`src/core/rxe_pkg.sv`:
```
package rxe_pkg;

    // clock and traffic-rate window
    localparam int CLK_PERIOD_NS   = 10;
    localparam int RATE_WINDOW_MS  = 1000;
    localparam int RATE_WINDOW_CYC = RATE_WINDOW_MS * 1000000 / CLK_PERIOD_NS;
    localparam logic [15:0] RATE_LIMIT_PKTS = 16'h00DC; // 220 packets
    localparam int TIMEOUT_STEP_CYC = 16;

    // receive timeout argument codes
    localparam logic [15:0] TMO_SINGLE     = 16'h0000;
    localparam logic [15:0] TMO_CONTINUOUS = 16'hFFFF;

    // sync word patterns that collide with the modem preamble
    localparam logic [15:0] SYNC_BAD_HI_A   = 16'h8C38;
    localparam logic [15:0] SYNC_BAD_HI_B   = 16'h630E;
    localparam logic [15:0] SYNC_BAD_LO_MAX = 16'h3EFF;

    // register offsets
    localparam logic [7:0] REG_CTRL    = 8'h00;
    localparam logic [7:0] REG_TIMEOUT = 8'h04;
    localparam logic [7:0] REG_SYNC    = 8'h08;
    localparam logic [7:0] REG_CFG     = 8'h0C;
    localparam logic [7:0] REG_STATUS  = 8'h10;
    localparam logic [7:0] REG_MASK    = 8'h14;
    localparam logic [7:0] REG_INFO    = 8'h18;

    // field positions
    localparam int CTRL_RX_START   = 0;
    localparam int CTRL_STANDBY    = 1;
    localparam int CTRL_AUTO_REARM = 2;
    localparam int CFG_CR_LSB      = 0;
    localparam int CFG_MODEM_LSB   = 2;
    localparam int CFG_SYNC_EN     = 4;
    localparam int CFG_HDR_EN      = 5;
    localparam int ST_PKT_OK       = 0;
    localparam int ST_PKT_BAD      = 1;
    localparam int ST_TIMEOUT      = 2;
    localparam int ST_HDR_FAULT    = 3;
    localparam int ST_SYNC_REFUSED = 4;
    localparam int ST_W            = 5;
    localparam int INFO_RX_ACTIVE  = 8;
    localparam int INFO_SINGLE     = 9;
    localparam int INFO_HEAVY      = 10;
    localparam int PKT_CRC_FAIL    = 6;

    typedef enum logic [1:0] {
        OP_RECEIVE_START,
        OP_STANDBY,
        OP_CONFIG
    } rxe_cmd_op_t;

    typedef enum logic [1:0] {
        CR_HALF,
        CR_THREE_QUARTER,
        CR_ONE
    } rxe_coding_rate_t;

    typedef enum logic [1:0] {
        MODEM_LONG_RANGE,
        MODEM_FAST_LONG_RANGE,
        MODEM_FSK
    } rxe_modem_t;

    typedef enum logic {
        RC_OSCILLATOR_STANDBY_STATE,
        RECEIVE_STATE
    } rxe_radio_state_t;

    typedef enum logic [1:0] {
        MODE_SINGLE,
        MODE_CONTINUOUS,
        MODE_TIMED
    } rxe_rx_mode_t;

endpackage : rxe_pkg

```
`src/core/rxe_link_if.sv`:
```
`timescale 1ns/10ps
interface rxe_link_if;
    import rxe_pkg::*;

    // host to device
    logic             cmd_valid;
    rxe_cmd_op_t      cmd_op;
    logic [15:0]      cmd_arg;
    logic [31:0]      cfg_sync_word;
    rxe_coding_rate_t coding_rate;
    rxe_modem_t       cfg_modem;
    logic             cfg_sync_en;
    logic             cfg_hdr_en;
    // device to host
    logic             busy;
    logic             rx_active;
    logic             reception_complete_event;
    logic             reception_timeout_event;
    logic             header_fault_event;
    logic [7:0]       pkt_status;

    modport device_mp (
        input  cmd_valid, cmd_op, cmd_arg, cfg_sync_word, coding_rate,
        input  cfg_modem, cfg_sync_en, cfg_hdr_en,
        output busy, rx_active, reception_complete_event,
        output reception_timeout_event, header_fault_event, pkt_status
    );

    modport host_mp (
        output cmd_valid, cmd_op, cmd_arg, cfg_sync_word, coding_rate,
        output cfg_modem, cfg_sync_en, cfg_hdr_en,
        input  busy, rx_active, reception_complete_event,
        input  reception_timeout_event, header_fault_event, pkt_status
    );

endinterface : rxe_link_if

```
`src/core/rxe_sync_check.sv`:
```
`timescale 1ns/10ps
module rxe_sync_check (
    input  wire logic [31:0]              word,
    input  wire rxe_pkg::rxe_coding_rate_t cr,
    output logic                          forbidden
);
    import rxe_pkg::*;

    logic hi_bad;
    logic lo_bad;

    // upper half against the two preamble-like patterns
    assign hi_bad = (word[31:16] == SYNC_BAD_HI_A)
                 || (word[31:16] == SYNC_BAD_HI_B);
    assign lo_bad = (word[15:0] <= SYNC_BAD_LO_MAX);

    // rate one has no known list, so nothing is refused there
    always_comb begin
        unique case (cr)
            CR_HALF:          forbidden = hi_bad;
            CR_THREE_QUARTER: forbidden = hi_bad || lo_bad;
            CR_ONE:           forbidden = 1'b0;
            default:          forbidden = 1'b1;
        endcase
    end

endmodule : rxe_sync_check

```
`src/core/rxe_host.sv`:
```
// Local design decisions: the APB slave port and the register offsets.
`timescale 1ns/10ps
// Notes on behaviour
// - continuous receive downgraded under heavy traffic
// - continuous receive runs until another command
// - single receive ends in standby after packet
// - single receive re-armed by host after completion; here only when auto_rearm is set or traffic is heavy
// - header fault gives no completion nor timeout
// - host restarts receive on header fault event
// - completion fires even on payload check failure
// - host drops packets flagged with payload failure
// - preamble-like sync word degrades packet error rate
// - sync detection off ignores preamble-like data
// - half rate forbids two upper sync patterns
// - three-quarter rate also forbids low range
module rxe_host #(
    parameter int RATE_WIN_CYC = rxe_pkg::RATE_WINDOW_CYC
) (
    input  wire logic        clk,
    input  wire logic        reset_n,
    input  wire logic        ce,
    input  wire logic        psel,
    input  wire logic        penable,
    input  wire logic        pwrite,
    input  wire logic [7:0]  paddr,
    input  wire logic [31:0] pwdata,
    output logic [31:0]      prdata,
    output logic             pready,
    output logic             pslverr,
    output logic             irq,
    output logic             pkt_accept,
    output logic [7:0]       pkt_status_out,
    rxe_link_if.host_mp      link
);
    import rxe_pkg::*;

    typedef struct packed {
        logic             auto_rearm;
        logic [15:0]      tmo_arg;
        logic [31:0]      sync_word;
        rxe_coding_rate_t cr;
        rxe_modem_t       modem;
        logic             sync_en;
        logic             hdr_en;
        logic [ST_W-1:0]  status;
        logic [ST_W-1:0]  mask;
        logic [31:0]      prdata;
        logic             pend_rx;
        logic             pend_stby;
        logic             pend_cfg;
        logic             cmd_valid;
        rxe_cmd_op_t      cmd_op;
        logic [15:0]      cmd_arg;
        logic             single_sent;
        logic [31:0]      win_cnt;
        logic [15:0]      pkt_cnt;
        logic             heavy;
        logic [7:0]       last_pkt;
        logic             accept;
    } rxe_host_state_t;

    localparam rxe_host_state_t HOST_RST = '{
        cr: CR_HALF, modem: MODEM_LONG_RANGE, cmd_op: OP_STANDBY,
        default: '0};

    rxe_host_state_t  h_q;
    rxe_host_state_t  h_d;
    logic             wr_acc;
    logic             rd_setup;
    logic             rd_acc;
    logic             wr_bad;
    logic             cfg_bad;
    rxe_coding_rate_t cfg_cr_in;
    logic [31:0]      rd_val;
    logic [ST_W-1:0]  set;
    logic [15:0]      rx_arg;

    function automatic logic addr_mapped(input logic [7:0] a);
        return (a == REG_CTRL) || (a == REG_TIMEOUT) || (a == REG_SYNC)
            || (a == REG_CFG) || (a == REG_STATUS) || (a == REG_MASK)
            || (a == REG_INFO);
    endfunction : addr_mapped

    // apb phases; zero wait states
    assign wr_acc    = psel && penable && pwrite;
    assign rd_setup  = psel && !penable && !pwrite;
    assign rd_acc    = psel && penable && !pwrite;
    assign cfg_cr_in = rxe_coding_rate_t'(pwdata[CFG_CR_LSB +: 2]);
    assign pready    = 1'b1;
    assign pslverr   = psel && penable && !addr_mapped(paddr);

    // new sync word under the current rate
    rxe_sync_check u_chk_word (
        .word      (pwdata),
        .cr        (h_q.cr),
        .forbidden (wr_bad)
    );

    // stored sync word under a newly requested rate
    rxe_sync_check u_chk_rate (
        .word      (h_q.sync_word),
        .cr        (cfg_cr_in),
        .forbidden (cfg_bad)
    );

    // read value, captured in the setup phase
    always_comb begin
        rd_val = '0;
        unique case (paddr)
            REG_CTRL:    rd_val[CTRL_AUTO_REARM] = h_q.auto_rearm;
            REG_TIMEOUT: rd_val[15:0] = h_q.tmo_arg;
            REG_SYNC:    rd_val = h_q.sync_word;
            REG_CFG: begin
                rd_val[CFG_CR_LSB +: 2]    = h_q.cr;
                rd_val[CFG_MODEM_LSB +: 2] = h_q.modem;
                rd_val[CFG_SYNC_EN]        = h_q.sync_en;
                rd_val[CFG_HDR_EN]         = h_q.hdr_en;
            end
            REG_STATUS:  rd_val[ST_W-1:0] = h_q.status;
            REG_MASK:    rd_val[ST_W-1:0] = h_q.mask;
            REG_INFO: begin
                rd_val[7:0]           = h_q.last_pkt;
                rd_val[INFO_RX_ACTIVE] = link.rx_active;
                rd_val[INFO_SINGLE]    = h_q.single_sent;
                rd_val[INFO_HEAVY]     = h_q.heavy;
            end
            default:     rd_val = '0;
        endcase
    end

    // register writes, link events, rate watch and command issue
    always_comb begin
        h_d        = h_q;
        h_d.accept = 1'b0;
        set        = '0;
        rx_arg     = h_q.tmo_arg;
        if (rd_setup)
            h_d.prdata = rd_val;
        if (wr_acc) begin
            unique case (paddr)
                REG_CTRL: begin
                    h_d.auto_rearm = pwdata[CTRL_AUTO_REARM];
                    if (pwdata[CTRL_RX_START])
                        h_d.pend_rx = 1'b1;
                    if (pwdata[CTRL_STANDBY]) begin
                        h_d.pend_stby = 1'b1;
                        h_d.pend_rx   = 1'b0;
                    end
                end
                REG_TIMEOUT: h_d.tmo_arg = pwdata[15:0];
                REG_SYNC: begin
                    if (wr_bad) begin
                        set[ST_SYNC_REFUSED] = 1'b1;
                    end else begin
                        h_d.sync_word = pwdata;
                        h_d.pend_cfg  = 1'b1;
                    end
                end
                REG_CFG: begin
                    if (pwdata[CFG_SYNC_EN] && cfg_bad) begin
                        set[ST_SYNC_REFUSED] = 1'b1;
                    end else begin
                        h_d.cr       = cfg_cr_in;
                        h_d.modem    = rxe_modem_t'(
                                       pwdata[CFG_MODEM_LSB +: 2]);
                        h_d.sync_en  = pwdata[CFG_SYNC_EN];
                        h_d.hdr_en   = pwdata[CFG_HDR_EN];
                        h_d.pend_cfg = 1'b1;
                    end
                end
                REG_MASK:    h_d.mask = pwdata[ST_W-1:0];
                default: ;
            endcase
        end
        // completion: screen the status byte before passing it on
        if (link.reception_complete_event) begin
            h_d.last_pkt = link.pkt_status;
            if (h_q.pkt_cnt != 16'hFFFF)
                h_d.pkt_cnt = h_q.pkt_cnt + 16'h0001;
            if (link.pkt_status[PKT_CRC_FAIL]) begin
                set[ST_PKT_BAD] = 1'b1;
            end else begin
                set[ST_PKT_OK] = 1'b1;
                h_d.accept     = 1'b1;
            end
            if (h_q.single_sent && (h_q.auto_rearm || h_q.heavy))
                h_d.pend_rx = 1'b1;
        end
        if (link.reception_timeout_event)
            set[ST_TIMEOUT] = 1'b1;
        // header fault leaves the radio stuck, so kick it again
        if (link.header_fault_event) begin
            set[ST_HDR_FAULT] = 1'b1;
            h_d.pend_rx       = 1'b1;
        end
        // packets per window; heavy flag sets early, clears per window
        if (h_q.pkt_cnt > RATE_LIMIT_PKTS)
            h_d.heavy = 1'b1;
        if (h_q.win_cnt == 32'(RATE_WIN_CYC - 1)) begin
            h_d.win_cnt = '0;
            h_d.pkt_cnt = '0;
            h_d.heavy   = (h_q.pkt_cnt > RATE_LIMIT_PKTS);
        end else begin
            h_d.win_cnt = h_q.win_cnt + 32'h0000_0001;
        end
        // one command at a time, never while the device is busy
        if (h_q.heavy && h_q.tmo_arg == TMO_CONTINUOUS)
            rx_arg = TMO_SINGLE;
        h_d.cmd_valid = 1'b0;
        if (!link.busy && !h_q.cmd_valid) begin
            if (h_q.pend_stby) begin
                h_d.pend_stby = 1'b0;
                h_d.cmd_valid = 1'b1;
                h_d.cmd_op    = OP_STANDBY;
            end else if (h_q.pend_cfg) begin
                h_d.pend_cfg  = 1'b0;
                h_d.cmd_valid = 1'b1;
                h_d.cmd_op    = OP_CONFIG;
            end else if (h_q.pend_rx) begin
                h_d.pend_rx     = 1'b0;
                h_d.cmd_valid   = 1'b1;
                h_d.cmd_op      = OP_RECEIVE_START;
                h_d.cmd_arg     = rx_arg;
                h_d.single_sent = (rx_arg == TMO_SINGLE);
            end
        end
        // read clears only what was shown; a new event still lands
        if (rd_acc && paddr == REG_STATUS)
            h_d.status = (h_q.status & ~h_q.prdata[ST_W-1:0]) | set;
        else
            h_d.status = h_q.status | set;
    end

    // state register, frozen while ce is low
    always_ff @(posedge clk or negedge reset_n) begin
        if (!reset_n)
            h_q <= HOST_RST;
        else if (ce)
            h_q <= h_d;
    end

    assign prdata             = h_q.prdata;
    assign irq                = |(h_q.status & h_q.mask);
    assign pkt_accept         = h_q.accept;
    assign pkt_status_out     = h_q.last_pkt;
    assign link.cmd_valid     = h_q.cmd_valid;
    assign link.cmd_op        = h_q.cmd_op;
    assign link.cmd_arg       = h_q.cmd_arg;
    assign link.cfg_sync_word = h_q.sync_word;
    assign link.coding_rate   = h_q.cr;
    assign link.cfg_modem     = h_q.modem;
    assign link.cfg_sync_en   = h_q.sync_en;
    assign link.cfg_hdr_en    = h_q.hdr_en;

endmodule : rxe_host

```
`src/flat_wrapper.sv`:
```
// flat-port wrapper written by rule: the top's interface ports become plain ports
module rxe_host_flat import rxe_pkg::*;
#(
    parameter int RATE_WIN_CYC = rxe_pkg::RATE_WINDOW_CYC
)
  (clk, reset_n, ce, psel, penable, pwrite, paddr, pwdata, prdata, pready, pslverr, irq, pkt_accept, pkt_status_out, link_cmd_valid, link_cmd_op, link_cmd_arg, link_cfg_sync_word, link_coding_rate, link_cfg_modem, link_cfg_sync_en, link_cfg_hdr_en, link_busy, link_rx_active, link_reception_complete_event, link_reception_timeout_event, link_header_fault_event, link_pkt_status);
  rxe_link_if link_i ();
  input  wire logic clk;
  input  wire logic reset_n;
  input  wire logic ce;
  input  wire logic psel;
  input  wire logic penable;
  input  wire logic pwrite;
  input  wire logic [7:0] paddr;
  input  wire logic [31:0] pwdata;
  output logic [31:0] prdata;
  output logic pready;
  output logic pslverr;
  output logic irq;
  output logic pkt_accept;
  output logic [7:0] pkt_status_out;
  output wire logic [$bits(link_i.cmd_valid)-1:0] link_cmd_valid;
  output wire logic [$bits(link_i.cmd_op)-1:0] link_cmd_op;
  output wire logic [$bits(link_i.cmd_arg)-1:0] link_cmd_arg;
  output wire logic [$bits(link_i.cfg_sync_word)-1:0] link_cfg_sync_word;
  output wire logic [$bits(link_i.coding_rate)-1:0] link_coding_rate;
  output wire logic [$bits(link_i.cfg_modem)-1:0] link_cfg_modem;
  output wire logic [$bits(link_i.cfg_sync_en)-1:0] link_cfg_sync_en;
  output wire logic [$bits(link_i.cfg_hdr_en)-1:0] link_cfg_hdr_en;
  input wire logic [$bits(link_i.busy)-1:0] link_busy;
  input wire logic [$bits(link_i.rx_active)-1:0] link_rx_active;
  input wire logic [$bits(link_i.reception_complete_event)-1:0] link_reception_complete_event;
  input wire logic [$bits(link_i.reception_timeout_event)-1:0] link_reception_timeout_event;
  input wire logic [$bits(link_i.header_fault_event)-1:0] link_header_fault_event;
  input wire logic [$bits(link_i.pkt_status)-1:0] link_pkt_status;
  assign link_cmd_valid = link_i.cmd_valid;
  assign link_cmd_op = link_i.cmd_op;
  assign link_cmd_arg = link_i.cmd_arg;
  assign link_cfg_sync_word = link_i.cfg_sync_word;
  assign link_coding_rate = link_i.coding_rate;
  assign link_cfg_modem = link_i.cfg_modem;
  assign link_cfg_sync_en = link_i.cfg_sync_en;
  assign link_cfg_hdr_en = link_i.cfg_hdr_en;
  assign link_i.busy = link_busy;
  assign link_i.rx_active = link_rx_active;
  assign link_i.reception_complete_event = link_reception_complete_event;
  assign link_i.reception_timeout_event = link_reception_timeout_event;
  assign link_i.header_fault_event = link_header_fault_event;
  assign link_i.pkt_status = link_pkt_status;
  rxe_host #(.RATE_WIN_CYC(RATE_WIN_CYC)) u_core (.clk(clk), .reset_n(reset_n), .ce(ce), .psel(psel), .penable(penable), .pwrite(pwrite), .paddr(paddr), .pwdata(pwdata), .prdata(prdata), .pready(pready), .pslverr(pslverr), .irq(irq), .pkt_accept(pkt_accept), .pkt_status_out(pkt_status_out), .link(link_i));
endmodule
```
`config.mk`:
```
export PLATFORM = sky130hd
export DESIGN_NAME = rxe_host_flat
export DESIGN_NICKNAME = d
export VERILOG_FILES = /design/src/core/rxe_pkg.sv /design/src/core/rxe_link_if.sv /design/src/core/rxe_sync_check.sv /design/src/core/rxe_host.sv /design/src/flat_wrapper.sv
export SDC_FILE = /design/constraint.sdc
export NUM_CORES = 1
export LEC_CHECK = 0
export ABC_AREA = 1
export BUFFER_PORTS_ARGS = -buffer_cell sky130_fd_sc_hd__buf_2
export CAP_MARGIN = 20
export CORE_UTILIZATION = 50
export DETAILED_ROUTE_END_ITERATION = 6
export PLACE_DENSITY = 0.68
export SYNTH_ARGS = -nofsm -noshare
export SYNTH_HDL_FRONTEND = slang
export SYNTH_HIERARCHICAL = 1
export SYNTH_SLANG_ARGS = --single-unit
```
`constraint.sdc`:
```
create_clock -name clk -period 1.9 [get_ports clk]
set_input_delay 0.095 -clock clk [delete_from_list [all_inputs] [get_ports clk]]
set_output_delay 0.095 -clock clk [all_outputs]
set_load 0.01 [all_outputs]
```
==> impl_metrics.ini <==
[sta]
setup_tns_ns = 0
setup_viol = 0
finalCritPeriodShare = 0.942
tightest_slew_ns = 0.570
max_freq_mhz = 559
hold_viol = 0
rsz0062_at_grt = true
clock_skew_ns = 0.0135
max_slew_margin = 0.619
min_period_ns = 1.79
drv_slew = 0
fin_ws_ns = 0.110

[yosys]
ys_ff_latch = 178
synth_top_family_by_area = simple AND/OR/NAND/NOR gates
synth_area_per_cell_sq_um = 7.62
synth_mux_area_frac = 0.0195
synth-xor-area-share = 0.0153
yosysSeqAreaShare = 0.457
synth-simple-area-share = 0.281
synth_edf_count = 0
dominantRegCellSynth = dfrtp_1
synthTopCellsByCount = nand2_1 (355), dfrtp_1 (177), inv_1 (150)
synth.most_common_cell = nand2_1
async_flop_share = 1.00
synth_nets = 1341
synth_adder_area_share = 0.00385
synth_area_leader_cell = dfrtp_1
ys_top_cells_by_area = dfrtp_1 (45%), nand2_1 (14%), buf_4 (7.3%)
synth_compound_area_frac = 0.0783
ys_types = 45
syn-cell-area_sq_mm = 0.00974
yosysWarnings = 6
syn_inst = 1279
synth_top_area_share = 0.455

[critical_path]
required_ns = 2.21
reg2reg_depth = 9
start_kind = register
arrival_ns = 2.10
r2r_slack_ns = 0.11
endpoint_kind = register
crit_fanout = 4
path_class = register to register

[global_routing]
grt_pass1_wl_um = 41900
use_met1 = 0.370
grt.busiest_layer = met2
use_met3 = 0.0388
overflow = 0
grt_max_degree = 47
grt_pass1_vias = 8236
antenna_found_initial = 1
met2_usage = 0.443
grt_usage = 0.270

[route]
postRouteAntennaNets = 0
drc = 0
routed_wl_um = 26300
dr.pass1.iters = 5
drt_first_iter_violations = 568
vias_per_cell = 5.10
drt-wirelength-per-cell_um = 15.4
vias = 8699

[floorplan]
die-width_um = 142
core-area_sq_mm = 0.0189
start_util = 0.516
fp.dieH_um = 142
ios = 160
rows = 50
dieArea_sq_mm = 0.0200

[final_layout]
final-instance-count-excl-fill = 1705
fin_area_sq_mm = 0.0116
fin_nets = 1494
area_growth_syn_to_layout_pct = 19.0
antenna_cells = 0
drive_above_1_share = 0.204

[pwr]
powerDensity_mw_per_mm2 = 780
p_leak_nw = 6.29
ir_drop_mv = 0.610

[cts]
path_clk_slew_ns = 0.07
clockBufferDepth = 2
cts_made_buffers = 17
root_buffer = clkbuf_16
cts_tree = done
h-tree-depth = 4
insertion_delay_ns = 0.43
cts_sinks = 178

[placed_design]
dp_hpwl_um = 19300
port_buffers = 158
place_ws_ns = 0.0935
place_area_sq_mm = 0.0105
dp.cells = 1632
gp_congestion = 0.879

[flow_run]
cap_violations = 0

[min_path]
worstHoldPathType = primary input to register
whs_path_depth = 3

[run_status]
status = finished clean
where the power goes:
part	internal, W	switching, W
Combinational	0.000462	0.000678
Clock	0.00211	0.00154
Sequential	0.00403	0.000229
cells in the final DEF (no fill, tap or decap), drive strengths merged, types with 16 or more instances in the layout:
master,instances
nand2,360
buf,217
dfrtp,177
inv,156
nor2,134
nand3,95
o21ai,90
dlygate4sd3,39
nor3,32
a21oi,30
clkbuf,20
mux2,16
metrics by stage:
stage / hold slack (ns) / util / power [W]
5_1_grt: 0.0331 / 0.614 / 0.00940
2_1_floorplan: -0.201 / - / 0.00499
3_5_place_dp: 0.0705 / 0.558 / 0.00538
4_1_cts: 0.00797 / 0.610 / 0.00907
3_3_place_gp: 0.0670 / 0.558 / 0.00537
6_report: 0.0179 / 0.614 / 0.00905
path summary, 6_finish.rpt:
path                                            endpoint              start
setup / recovery                          u_core/h_q[38]     u_core/h_q[26]
hold reg to reg                        u_core/prdata[23]  u_core/prdata[23]
setup reg to reg                          u_core/h_q[38]     u_core/h_q[26]
min in group asynchronous         u_core/link.cmd_arg[9]            reset_n
hold / removal                            u_core/h_q[42]                 ce
max in group asynchronous  u_core/link.cfg_sync_word[18]            reset_n
cell families (layout without fill, tap and decap cells):
| kind of cell | after synthesis | after routing |
|---|---|---|
| compound gates | 142 | 142 |
| xor+xnor | 17 | 17 |
| fa+ha+maj | 3 | 3 |
| buf+inv | 277 | 443 |
| flops | 178 | 178 |
| mux | 17 | 17 |
| other cells | 1 | 1 |
| simple gates | 644 | 644 |
layer usage:
metal | share of wire | wire [um]
met2 | 0.47 | 12500
met5 | 0.00038 | 10
met1 | 0.44 | 11500
met3 | 0.069 | 1830
met4 | 0.017 | 451
sequential cells by signal, summed over array words and instances (netlist names):
signal,flops
u_core/link.cfg_sync_word,32
u_core/link.cfg_sync_en,1
u_core/link.cmd_valid,1
u_core/link.coding_rate,2
u_core/link.cmd_arg,16
u_core/link.cfg_modem,2
u_core/prdata,32
u_core/pkt_accept,1
u_core/link.cmd_op,2
u_core/link.cfg_hdr_en,1
u_core/pkt_status_out,8
u_core/h_q,80
final cells by class:
cell class | instances | area, sq um
Fill cell | 1738 | 7300
Sequential cell | 178 | 4460
Multi-Input combinational cell | 824 | 3930
Timing Repair Buffer | 256 | 1700
Inverter | 155 | 587
Clock buffer | 20 | 447
Tap cell | 260 | 325
Clock inverter | 12 | 155
critical path, cell delays in order (launching register included):
cell,delay (ns)
dfrtp_1,0.38
ha_1,0.18
nand2_1,0.11
nor3_4,0.31
nand2_2,0.15
nor2_4,0.16
nand3_4,0.10
buf_4,0.16
o21ai_0,0.06
a21oi_1,0.06
repair_timing:
item | in CTS | in global routing
resized for setup | 0 | 12
hold endpoints to repair | 123 | 0
hold buffers | 39 | 0
buffers inserted | 0 | 2
endpoints found under the setup margin | 0 | 14
Power figures use the tool's default switching activity.
